==> config.mk <==
export PLATFORM = sky130hd
export DESIGN_NAME = hbp_port
export DESIGN_NICKNAME = d
export VERILOG_FILES = /design/src/logic/hbp_pkg.sv /design/src/logic/hbp_port.sv
export VERILOG_INCLUDE_DIRS = /design/src /design/src/logic
export SDC_FILE = /design/constraint.sdc
export NUM_CORES = 1
export LEC_CHECK = 0
export BUFFER_PORTS_ARGS = -buffer_cell sky130_fd_sc_hd__buf_2
export CAP_MARGIN = 20
export CORE_MARGIN = 10
export CORE_UTILIZATION = 35
export DETAILED_ROUTE_END_ITERATION = 10
export GPL_TIMING_DRIVEN = 0
export PLACE_DENSITY_LB_ADDON = 0.08
export SLEW_MARGIN = 10
export SYNTH_ARGS = -nofsm -noshare
export SYNTH_HDL_FRONTEND = slang
export SYNTH_SLANG_ARGS = --single-unit
==> constraint.sdc <==
create_clock -name i_core_clk -period 2.3 [get_ports i_core_clk]
set_input_delay 0.345 -clock i_core_clk [delete_from_list [all_inputs] [get_ports i_core_clk]]
set_output_delay 0.345 -clock i_core_clk [all_outputs]
set_load 0.01 [all_outputs]
==> src/logic/hbp_defines.svh <==
// holds widths, reset values and timing counts for the host bus port
// assumes nothing beyond a plain include by bare name
`ifndef HBP_DEFINES_SVH
`define HBP_DEFINES_SVH
// ************************************************************
// widths
// ************************************************************
`define HBP_DATA_W 8
`define HBP_ADDR_W 6
`define HBP_NUM_REGS 64
`define HBP_NUM_SRC 4
`define HBP_LEVEL_W 8
// ************************************************************
// reset values and timing
// ************************************************************
`define HBP_REG_RST 8'h00
`define HBP_THRESH_RST 8'h00
// ack delay count, not used by the port, which raises the acknowledge two cycles after taking the strobe
`define HBP_ACK_DELAY 2'h1
`endif

==> src/logic/hbp_pkg.sv <==
// types shared by the host bus port
// assumes hbp_defines.svh is on the include path
`include "hbp_defines.svh"
package hbp_pkg;
  // access sequencer states
  typedef enum logic [1:0] {
    ST_IDLE,
    ST_SETTLE,
    ST_ACK
  } hbp_state_t;
  // host strobes and select
  typedef struct packed {
    logic chip_enable_n;
    logic read_strobe_n;
    logic write_strobe_n;
    logic [`HBP_ADDR_W-1:0] register_select;
  } hbp_host_ctl_t;
  // tri-state bundle of one pin group
  typedef struct packed {
    logic [`HBP_DATA_W-1:0] dout;
    logic [`HBP_DATA_W-1:0] doe_n;
  } hbp_data_pin_t;
endpackage : hbp_pkg

==> src/logic/hbp_port.sv <==
// host bus strobe and acknowledge port with register store and irq level check
// assumes host strobes synchronous to i_core_clk; the board resolves open-drain wires
// How it works
// - write strobe with enable stores data byte
// - acknowledge pulled low after each access completes
// - read acknowledge only once data is driven
// - write acknowledge only after byte latched
// - irq low when enabled source exceeds threshold
// - read strobe with enable drives selected register
`timescale 1ns/1ps
`include "hbp_defines.svh"
module hbp_port #(
  parameter int NUM_SRC = `HBP_NUM_SRC,
  parameter int LEVEL_W = `HBP_LEVEL_W
) (
  input wire logic i_core_clk,
  input wire logic i_rst_n,
  input wire logic i_chip_enable_n,
  input wire logic i_read_strobe_n,
  input wire logic i_write_strobe_n,
  input wire logic [`HBP_ADDR_W-1:0] i_register_select,
  input wire logic [`HBP_DATA_W-1:0] i_host_data_bus,
  input wire logic [NUM_SRC*LEVEL_W-1:0] i_src_level,
  input wire logic [NUM_SRC-1:0] i_src_enable,
  input wire logic [LEVEL_W-1:0] i_irq_threshold,
  output logic [`HBP_DATA_W-1:0] o_host_data_bus,
  output logic [`HBP_DATA_W-1:0] o_host_data_oe_n,
  output logic o_access_ack_n,
  output logic o_access_ack_oe_n,
  output logic o_int_request_n,
  output logic o_int_request_oe_n
);

  // ************************************************************
  // elaboration checks
  // ************************************************************
  // a zero count or width would leave the irq compare with nothing to do
  if (NUM_SRC < 1 || LEVEL_W < 1) begin : g_bad_param
    $error("hbp_port: source count and level width must be positive");
  end

  // ************************************************************
  // state
  // ************************************************************
  typedef struct packed {
    hbp_pkg::hbp_state_t st;
    logic is_read;                              // access kind latched at start
    logic [`HBP_ADDR_W-1:0] sel;                // latched register select
    logic [`HBP_DATA_W-1:0] rdata;              // read data on the bus
    logic [`HBP_DATA_W-1:0] doe_n;              // data enable, low drives
    logic ack_oe_n;                             // ack enable, low pulls
    logic irq_oe_n;                             // irq enable, low pulls
  } hbp_port_state_t;

  hbp_port_state_t state_ff;
  hbp_port_state_t nxt_state;
  logic [`HBP_DATA_W-1:0] regs_ff [`HBP_NUM_REGS];  // register store
  logic wr_en;                                       // one-cycle store strobe
  logic [NUM_SRC-1:0] over;                          // per source above level
  hbp_pkg::hbp_host_ctl_t ctl;                       // bundled host controls

  assign ctl = '{chip_enable_n: i_chip_enable_n, read_strobe_n: i_read_strobe_n,
                 write_strobe_n: i_write_strobe_n, register_select: i_register_select};

  // ************************************************************
  // interrupt level compare
  // ************************************************************
  // compare runs every cycle, independent of host accesses
  for (genvar g = 0; g < NUM_SRC; g++) begin : g_src
    // enabled source strictly above programmed level
    assign over[g] = i_src_enable[g] &&
                     (i_src_level[g*LEVEL_W +: LEVEL_W] > i_irq_threshold);
  end

  // ************************************************************
  // access sequencer
  // ************************************************************
  // strobe active while enable also low
  logic rd_req;
  logic wr_req;
  assign rd_req = !ctl.chip_enable_n && !ctl.read_strobe_n;
  assign wr_req = !ctl.chip_enable_n && !ctl.write_strobe_n;

  // next state of the whole port
  // read wins when both strobes fall together
  // write data is taken one edge after the strobe, so the host must hold it
  // an access cut in settle leaves the store and the ack untouched
  always_comb begin
    nxt_state = state_ff;
    wr_en = 1'b0;
    nxt_state.irq_oe_n = ~(|over);
    case (state_ff.st)
      hbp_pkg::ST_IDLE: begin
        if (rd_req || wr_req) begin
          nxt_state.st = hbp_pkg::ST_SETTLE;
          nxt_state.is_read = rd_req;
          nxt_state.sel = ctl.register_select;
        end
      end
      hbp_pkg::ST_SETTLE: begin
        if (!(rd_req || wr_req)) begin
          nxt_state.st = hbp_pkg::ST_IDLE;          // aborted access
        end else if (state_ff.is_read) begin
          // drive data first, ack follows a cycle later
          nxt_state.rdata = regs_ff[state_ff.sel];
          nxt_state.doe_n = '0;
          nxt_state.st = hbp_pkg::ST_ACK;
        end else begin
          wr_en = 1'b1;
          nxt_state.st = hbp_pkg::ST_ACK;
        end
      end
      hbp_pkg::ST_ACK: begin
        // hold ack until the host lets go of the strobe or enable
        if (rd_req || wr_req) begin
          nxt_state.ack_oe_n = 1'b0;
        end else begin
          nxt_state.ack_oe_n = 1'b1;
          nxt_state.doe_n = '1;
          nxt_state.st = hbp_pkg::ST_IDLE;
        end
      end
      default: begin
        nxt_state.st = hbp_pkg::ST_IDLE;
      end
    endcase
  end

  // register the port state
  always_ff @(posedge i_core_clk) begin
    if (!i_rst_n) begin
      state_ff <= '{st: hbp_pkg::ST_IDLE, is_read: 1'b0, sel: '0, rdata: '0,
                    doe_n: '1, ack_oe_n: 1'b1, irq_oe_n: 1'b1};
    end else begin
      state_ff <= nxt_state;
    end
  end

  // register store, written on the latched select
  // the select is latched at the take edge, so an address that moves
  // during the access cannot retarget the store
  always_ff @(posedge i_core_clk) begin
    if (!i_rst_n) begin
      for (int k = 0; k < `HBP_NUM_REGS; k++) begin
        regs_ff[k] <= `HBP_REG_RST;
      end
    end else if (wr_en) begin
      regs_ff[state_ff.sel] <= i_host_data_bus;
    end
  end

  // ************************************************************
  // outputs: data and enables straight from flip-flops, ack and irq pin levels tied low
  // ************************************************************
  // ack and irq pins only ever pull low; their enables carry the level
  // the board pull-ups give the released high
  assign o_host_data_bus = state_ff.rdata;
  assign o_host_data_oe_n = state_ff.doe_n;
  assign o_access_ack_n = 1'b0;                     // open drain, only pulls low
  assign o_access_ack_oe_n = state_ff.ack_oe_n;
  assign o_int_request_n = 1'b0;
  assign o_int_request_oe_n = state_ff.irq_oe_n;
endmodule // hbp_port

==> qor.yml, run 1 <==
finalCriticalPeriod_ns: 2.52
via_per_inst: 5.66
required_ns: 2.82
grt_max_degree: 16
num_rows: 98
critPathArrivalTime_ns: 3.04
clk-insertion-delay-late_ns: 0.65
cp_slowest_cell: "nand2b_1"
cts_tree: "built"
skew_ns: 0.0372
htreeDepth: 2
ys_types: 60
grt_pass1_vias: 18027
dieArea_sq_um: 83900
nFillCells: 6487
io_buffer_count: 72
drt_drc_violations_left: 0
place_area_sq_um: 27300
hp-class: "in2reg"
cts_buffer_depth: 3
synthFlopType: "edfxtp_1"
cts_hold_buffers: 0
path_clk_slew_ns: 0.07
critical_path.top_delay_family: "compound AO/OA/AOI/OAI gates"
fmax_mhz: 396
finalPower_mw: 23.5
status: "complete, but fails checks"
grt-ovfl-total: 0
track_usage: 0.244
post-route-util: 0.453
power_density_nw_per_um2: 725
via_count: 17824
grt_pass1_wl_um: 142000
die_y_um: 290
final_hold_viol_count: 0
die_x_um: 290
ys_ff_latch: 532
async_flop_share: 0
wirelength_um: 104000
cpPeakStageDelay_ns: 0.65
fin_crit_sh: 1.10
place_hpwl_um: 70600
syn_inst: 1902
design_area_sq_um: 32500
maxCapViolCount: 0
cp_cell_sequence: "buf_8 > clkbuf_4 > nand2b_1 > o22ai_1 > a311oi_2 > o2111ai_2 > o31a_1"
crit_fanout: 8
nets: 2241
start_kind: "register"
syn2layout_area_growth_pct: 27.7
seq_area_frac_synth: 0.620
vdd_drop_max_v: 0.000547
place_congestion: 0.948
synth_area_sq_um: 25400
critPathKind: "reg2reg"
rsz0062_at_grt: "yes"
syn-mean-instance-area_sq_um: 13.4
synth_edf_count: 512
finalWorstSetupSlack_ns: -0.223
detail-route-antenna-nets: 0
ys_warn_count: 0
cp_num_buf_inv: 2
tightest_slew_ns: 1.24
numCtsBuffers: 60
maxSlewViolCount: 0
violations: "setup timing"
dr.pass1.iters: 7
io_pins: 83
initial_core_util: 0.355
clock-root-buffer: "clkbuf_16"
antenna_found_initial: 5
cts_num_sinks: 532
wl_per_cell_um: 33.1
drt-initial-drc-count: 2151
drive_gt1_frac: 0.298
cellLeakagePower_nw: 11.7
slew_headroom: 0.171
setup_viol: 13
coreArea_sq_um: 71700
crit_path_end_kind: "register"
synthesized netlist by cell type (3+ instances only):
cell	n	area (sq um)
buf_6	3	33.8
o21ai_0	98	490
inv_1	12	45.0
o21a_1	10	75.1
a22oi_1	32	240
a22o_1	9	78.8
nor3_1	6	30.0
or3_1	3	18.8
dfxtp_1	20	400
and4_1	9	78.8
nor2_1	89	334
a21oi_1	26	130
o22ai_1	25	156
a211oi_1	5	37.5
nand2b_1	11	68.8
mux2_2	16	180
a221oi_1	52	455
a21o_1	11	82.6
buf_4	26	195
nand2_1	22	82.6
clkbuf_1	94	353
and3_1	4	25.0
and2_1	516	3230
a31oi_1	6	37.5
nand3_1	12	60.1
edfxtp_1	512	15400
buf_2	35	175
ha_1	32	400
mux4_2	55	1240
buf_1	10	37.5
nor2b_1	17	106
mux2i_1	84	841
placed cells by master (no fill, tap or decap), drive strengths merged, types with 14 or more instances in the layout:
cell type,synthesis,layout
mux4,55,55
o21ai,98,98
nand2,22,22
clkbuf,94,169
and2,517,517
mux2,16,16
buf,74,264
edfxtp,512,512
nor2b,17,17
mux2i,84,84
clkinv,0,20
a21oi,28,28
a221oi,52,52
ha,32,32
a22oi,32,32
inv,12,14
o22ai,25,25
nor2,89,89
dfxtp,20,20
flip-flops by register name, indices dropped and copies added (netlist names):
name / cells
o_host_data_bus: 8
regs_ff: 512
state_ff: 9
o_access_ack_oe_n: 1
o_host_data_oe_n: 1
o_int_request_oe_n: 1
metal layers:
layer / part of all wire / up-vias / track usage / wire length [um]
li1: - / 7546 / - / -
met1: 0.41 / 9053 / 0.325 / 42800
met2: 0.45 / 976 / 0.379 / 46900
met3: 0.092 / 247 / 0.0558 / 9550
met4: 0.047 / 2 / 0.102 / 4910
met5: 0.00012 / - / 0 / 13
logic make-up after synthesis:
group                    share of synthesized area
AND/OR/NAND/NOR                              0.165
adder cells (fa/ha/maj)                     0.0157
AO/OA/AOI/OAI                               0.0775
multiplexers                                0.0888
buffers and inverters                       0.0330
other                                     0.000147
flip-flops                                   0.620
where the power goes:
part | total (mW) | switching (mW) | internal [mW]
clock network | 9.74 | 4.15 | 5.59
registers | 11.0 | 0.113 | 10.9
logic | 2.79 | 1.78 | 1.01
total | 23.5 | 6.04 | 17.5
worst paths after layout:
check | startpoint | end | slack, ns | cells past startpoint
worst max register to register | state_ff[18] | o_host_data_bus[1] | -0.22 | 7
worst min-delay path | i_register_select[1] | state_ff[19] | 0.05 | 3
worst max-delay path | state_ff[18] | o_host_data_bus[1] | -0.22 | 7
worst min register to register | o_access_ack_oe_n | o_access_ack_oe_n | 0.45 | 1
final cells by class:
class / instances / area (sq um) / area share
flip-flops and latches: 532 / 15800 / 0.486
multi-input cells: 1191 / 10300 / 0.317
repair buffers: 187 / 1770 / 0.0545
clock buffers: 86 / 1670 / 0.0514
plain buffers: 162 / 1470 / 0.0454
well taps: 950 / 1190 / 0.0366
clock inverters: 27 / 262 / 0.00805
inverters: 12 / 45.0 / 0.00139
diodes: 2 / 5.00 / 0.000154
repair_timing:
item,in CTS,in global routing
buffers inserted,61,19
resized for setup,446,96
pin swaps,44,14
gates cloned,3,3
endpoints found under the setup margin,1035,505
tightest hold or removal path: stages:
cell,delay (ns)
buf_2,0.13
mux2i_1,0.08
nor2b_1,0.10
through the flow:
stage          hold slack (ns)  setup WS [ns]   TNS, ns  std cells
2_1_floorplan            0.443         -0.108    -19.49       1903
3_3_place_gp             0.430          -2.43  -1403.21       2925
3_5_place_dp             0.442          -1.88  -1253.24       2955
5_1_grt                 0.0473         -0.161    -0.737       3147
6_report                0.0500         -0.223    -0.593       3149
4_1_cts                 0.0257        -0.0784    -0.315       3126
Power figures use the tool's default switching activity.
==> run 2: changes to the inputs <==
CTS_BUF_LIST = sky130_fd_sc_hd__clkbuf_4   (was unset)
==> run 2 against run 1 <==
  * The run still ends with setup timing left
  * Setup slack improved by 0.18 ns
  * Wire length is essentially flat
  * Sequential cell count is the same
  * Final cell count rose by 5.5%
  * Critical path type unchanged
  * Largest cell class unchanged
==> qor.yml, run 2 (synthesis results as in run 1) <==
slew_headroom: 0.189  # was 0.171
nFillCells: 6573  # was 6,487
largest_reg_flops: 512  # unchanged
wl_per_cell_um: 31.4  # was 33.1 um
start_kind: "register"  # unchanged
grt_pass1_vias: 18920  # was 18,027
finalCriticalPeriod_ns: 2.34  # was 2.52 ns
setup_viol: 12  # was 13
antenna_found_initial: 5  # unchanged
tightest_slew_ns: 1.22  # was 1.24 ns
track_usage: 0.249  # was 0.244
htreeDepth: 4  # was 2
skew_ns: 0.0583  # was 0.0372 ns
initial_core_util: 0.355  # unchanged
grt_pass1_wl_um: 144000  # was 142,000 um
coreArea_sq_um: 71700  # unchanged
pre_cts_ws_ns: -1.88  # unchanged
drt_drc_violations_left: 0  # unchanged
maxSlewViolCount: 0  # unchanged
via_per_inst: 5.56  # was 5.66
io_buffer_count: 72  # unchanged
maxCapViolCount: 0  # unchanged
required_ns: 3.25  # was 2.82 ns
numCtsBuffers: 153  # was 60
hold_depth: 3  # unchanged
critPathArrivalTime_ns: 3.29  # was 3.04 ns
syn2layout_area_growth_pct: 28.3  # was 27.7%
status: "complete, but fails checks"  # unchanged
finalPower_mw: 22.8  # was 23.5 mW
grt_max_degree: 17  # was 16
critPathKind: "reg2reg"  # unchanged
die_y_um: 290  # unchanged
rsz0062_at_grt: "yes"  # unchanged
final_hold_viol_count: 0  # unchanged
violations: "setup timing"  # unchanged
place_hpwl_um: 70600  # unchanged
cts_buffer_depth: 3  # unchanged
detail-route-antenna-nets: 0  # unchanged
crit_path_end_kind: "register"  # unchanged
io_pins: 83  # unchanged
via_count: 18455  # was 17,824
place_congestion: 0.948  # unchanged
critical_path_depth: 8  # was 7
finalWorstSetupSlack_ns: -0.0406  # was -0.223 ns
vdd_drop_max_v: 0.000373  # was 0.000547 V
dieArea_sq_um: 83900  # unchanged
final_cell_mix: "516 x and2_1, 512 x edfxtp_1, 223 x clkbuf_4"  # was 515 x and2_1, 512 x edfxtp_1, 90 x buf_4
cp_num_buf_inv: 4  # was 2
regMostFlops: "regs_ff"  # unchanged
nets: 2364  # was 2,241
cpPeakStageDelay_ns: 0.45  # was 0.65 ns
r2r_slack_ns: -0.04  # was -0.22 ns
cp_slowest_cell: "o21ai_0"  # was nand2b_1
fin_crit_sh: 1.02  # was 1.10
critical_path.top_delay_family: "buffers and inverters"  # was compound AO/OA/AOI/OAI gates
drive_gt1_frac: 0.339  # was 0.298
final_common_cell: "and2_1"  # unchanged
cp_cell_sequence: "buf_4 > buf_6 > buf_6 > clkbuf_4 > a221oi_1 > o21ai_0 > a21oi_1 > a31oi_1"  # was buf_8 > clkbuf_4 > nand2b_1 > o22ai_1 > a311oi_2 > o2111ai_2 > o31a_1
wirelength_um: 104000  # about the same
num_rows: 98  # unchanged
power_density_nw_per_um2: 700  # was 725 nW/um^2
path_clk_slew_ns: 0.07  # about the same
clock-root-buffer: "clkbuf_4"  # was clkbuf_16
die_x_um: 290  # unchanged
hp-class: "in2reg"  # unchanged
ff2ff_path_depth: 8  # was 7
grt-ovfl-total: 0  # unchanged
crit_fanout: 10  # was 8
fmax_mhz: 427  # was 396 MHz
drt-initial-drc-count: 1937  # was 2,151
cts_tree: "built"  # unchanged
clk-insertion-delay-late_ns: 1.02  # was 0.65 ns
cts_num_sinks: 532  # unchanged
cp_common_cell: "buf_6"
dr.pass1.iters: 5  # was 7
cellLeakagePower_nw: 12.0  # was 11.7 nW
## run 2: cell count changes in the layout (fill, tap and decap cells not counted), moves of 5 or more
| cell | delta |
|---|---|
| clkinv_1 | +13 |
| dlygate4sd3_1 | +21 |
| clkinv_2 | -10 |
| buf_4 | +5 |
| clkbuf_4 | +217 |
| clkbuf_1 | -20 |
| clkbuf_16 | -64 |
| clkbuf_8 | -6 |
| clkinvlp_4 | +5 |
| buf_12 | +5 |
## run 2: routing by layer
metal / part of all wire / up-vias / wire length, um / GRT usage
met1: 0.41 / 9236 / 42300 / 0.323
met4: 0.046 / 6 / 4780 / 0.117
met5: 0.00040 / - / 42 / 0
li1: - / 7870 / - / -
met3: 0.10 / 270 / 10600 / 0.0762
met2: 0.45 / 1073 / 46500 / 0.377
## run 2: worst paths after layout
kind                      startpoint                 end
setup / recovery        state_ff[20]  o_host_data_bus[7]
hold / removal    i_host_data_bus[5]      regs_ff[45][5]
setup reg to reg        state_ff[20]  o_host_data_bus[7]
hold reg to reg    o_access_ack_oe_n   o_access_ack_oe_n
## run 2: per-stage QoR
step / cell area, sq um / instances / TNS, ns / hold WS [ns] / util
2_1_floorplan: 25400 / 1903 / -19.49 / 0.443 / -
3_3_place_gp: 27000 / 2925 / -1403.21 / 0.430 / 0.376
3_5_place_dp: 27300 / 2955 / -1253.24 / 0.442 / 0.380
4_1_cts: 32100 / 3304 / -0.466 / 0.0382 / 0.448
5_1_grt: 32600 / 3320 / -0.560 / 0.0966 / 0.455
6_report: 32600 / 3321 / -0.332 / 0.154 / 0.455
## run 2: power breakdown
group / internal, mW / leakage (nW) / switching (mW)
sequential: 10.9 / 5.46 / 0.110
combinational: 1.04 / 5.40 / 1.77
clock: 4.67 / 1.11 / 4.33
## run 2: layout make-up
type                            instances  area [sq um]  area share
Inverter                               12          45.0     0.00138
Clock buffer                          218          1640      0.0502
Sequential cell                       532         15800       0.483
Buffer                                163          1460      0.0447
Timing Repair Buffer                  216          2050      0.0628
Tap cell                              950          1190      0.0364
Multi-Input combinational cell       1191         10200       0.313
Clock inverter                         37           258     0.00790
Antenna cell                            2          5.00    0.000153
## run 2: worst min-delay path, delay by kind of cell
kind,cells,cell delay (ns)
AND/OR/NAND/NOR,1,0.13
buffers and inverters,2,0.50
## run 2: timing repair
action                                   CTS  global route
endpoints found under the setup margin  1035           472
cloned                                     2             1
endpoints found under the hold margin     16             0
resized for setup                        430            98
buffers inserted                          76            15
hold buffers                              21             0
pin swaps                                 49            12
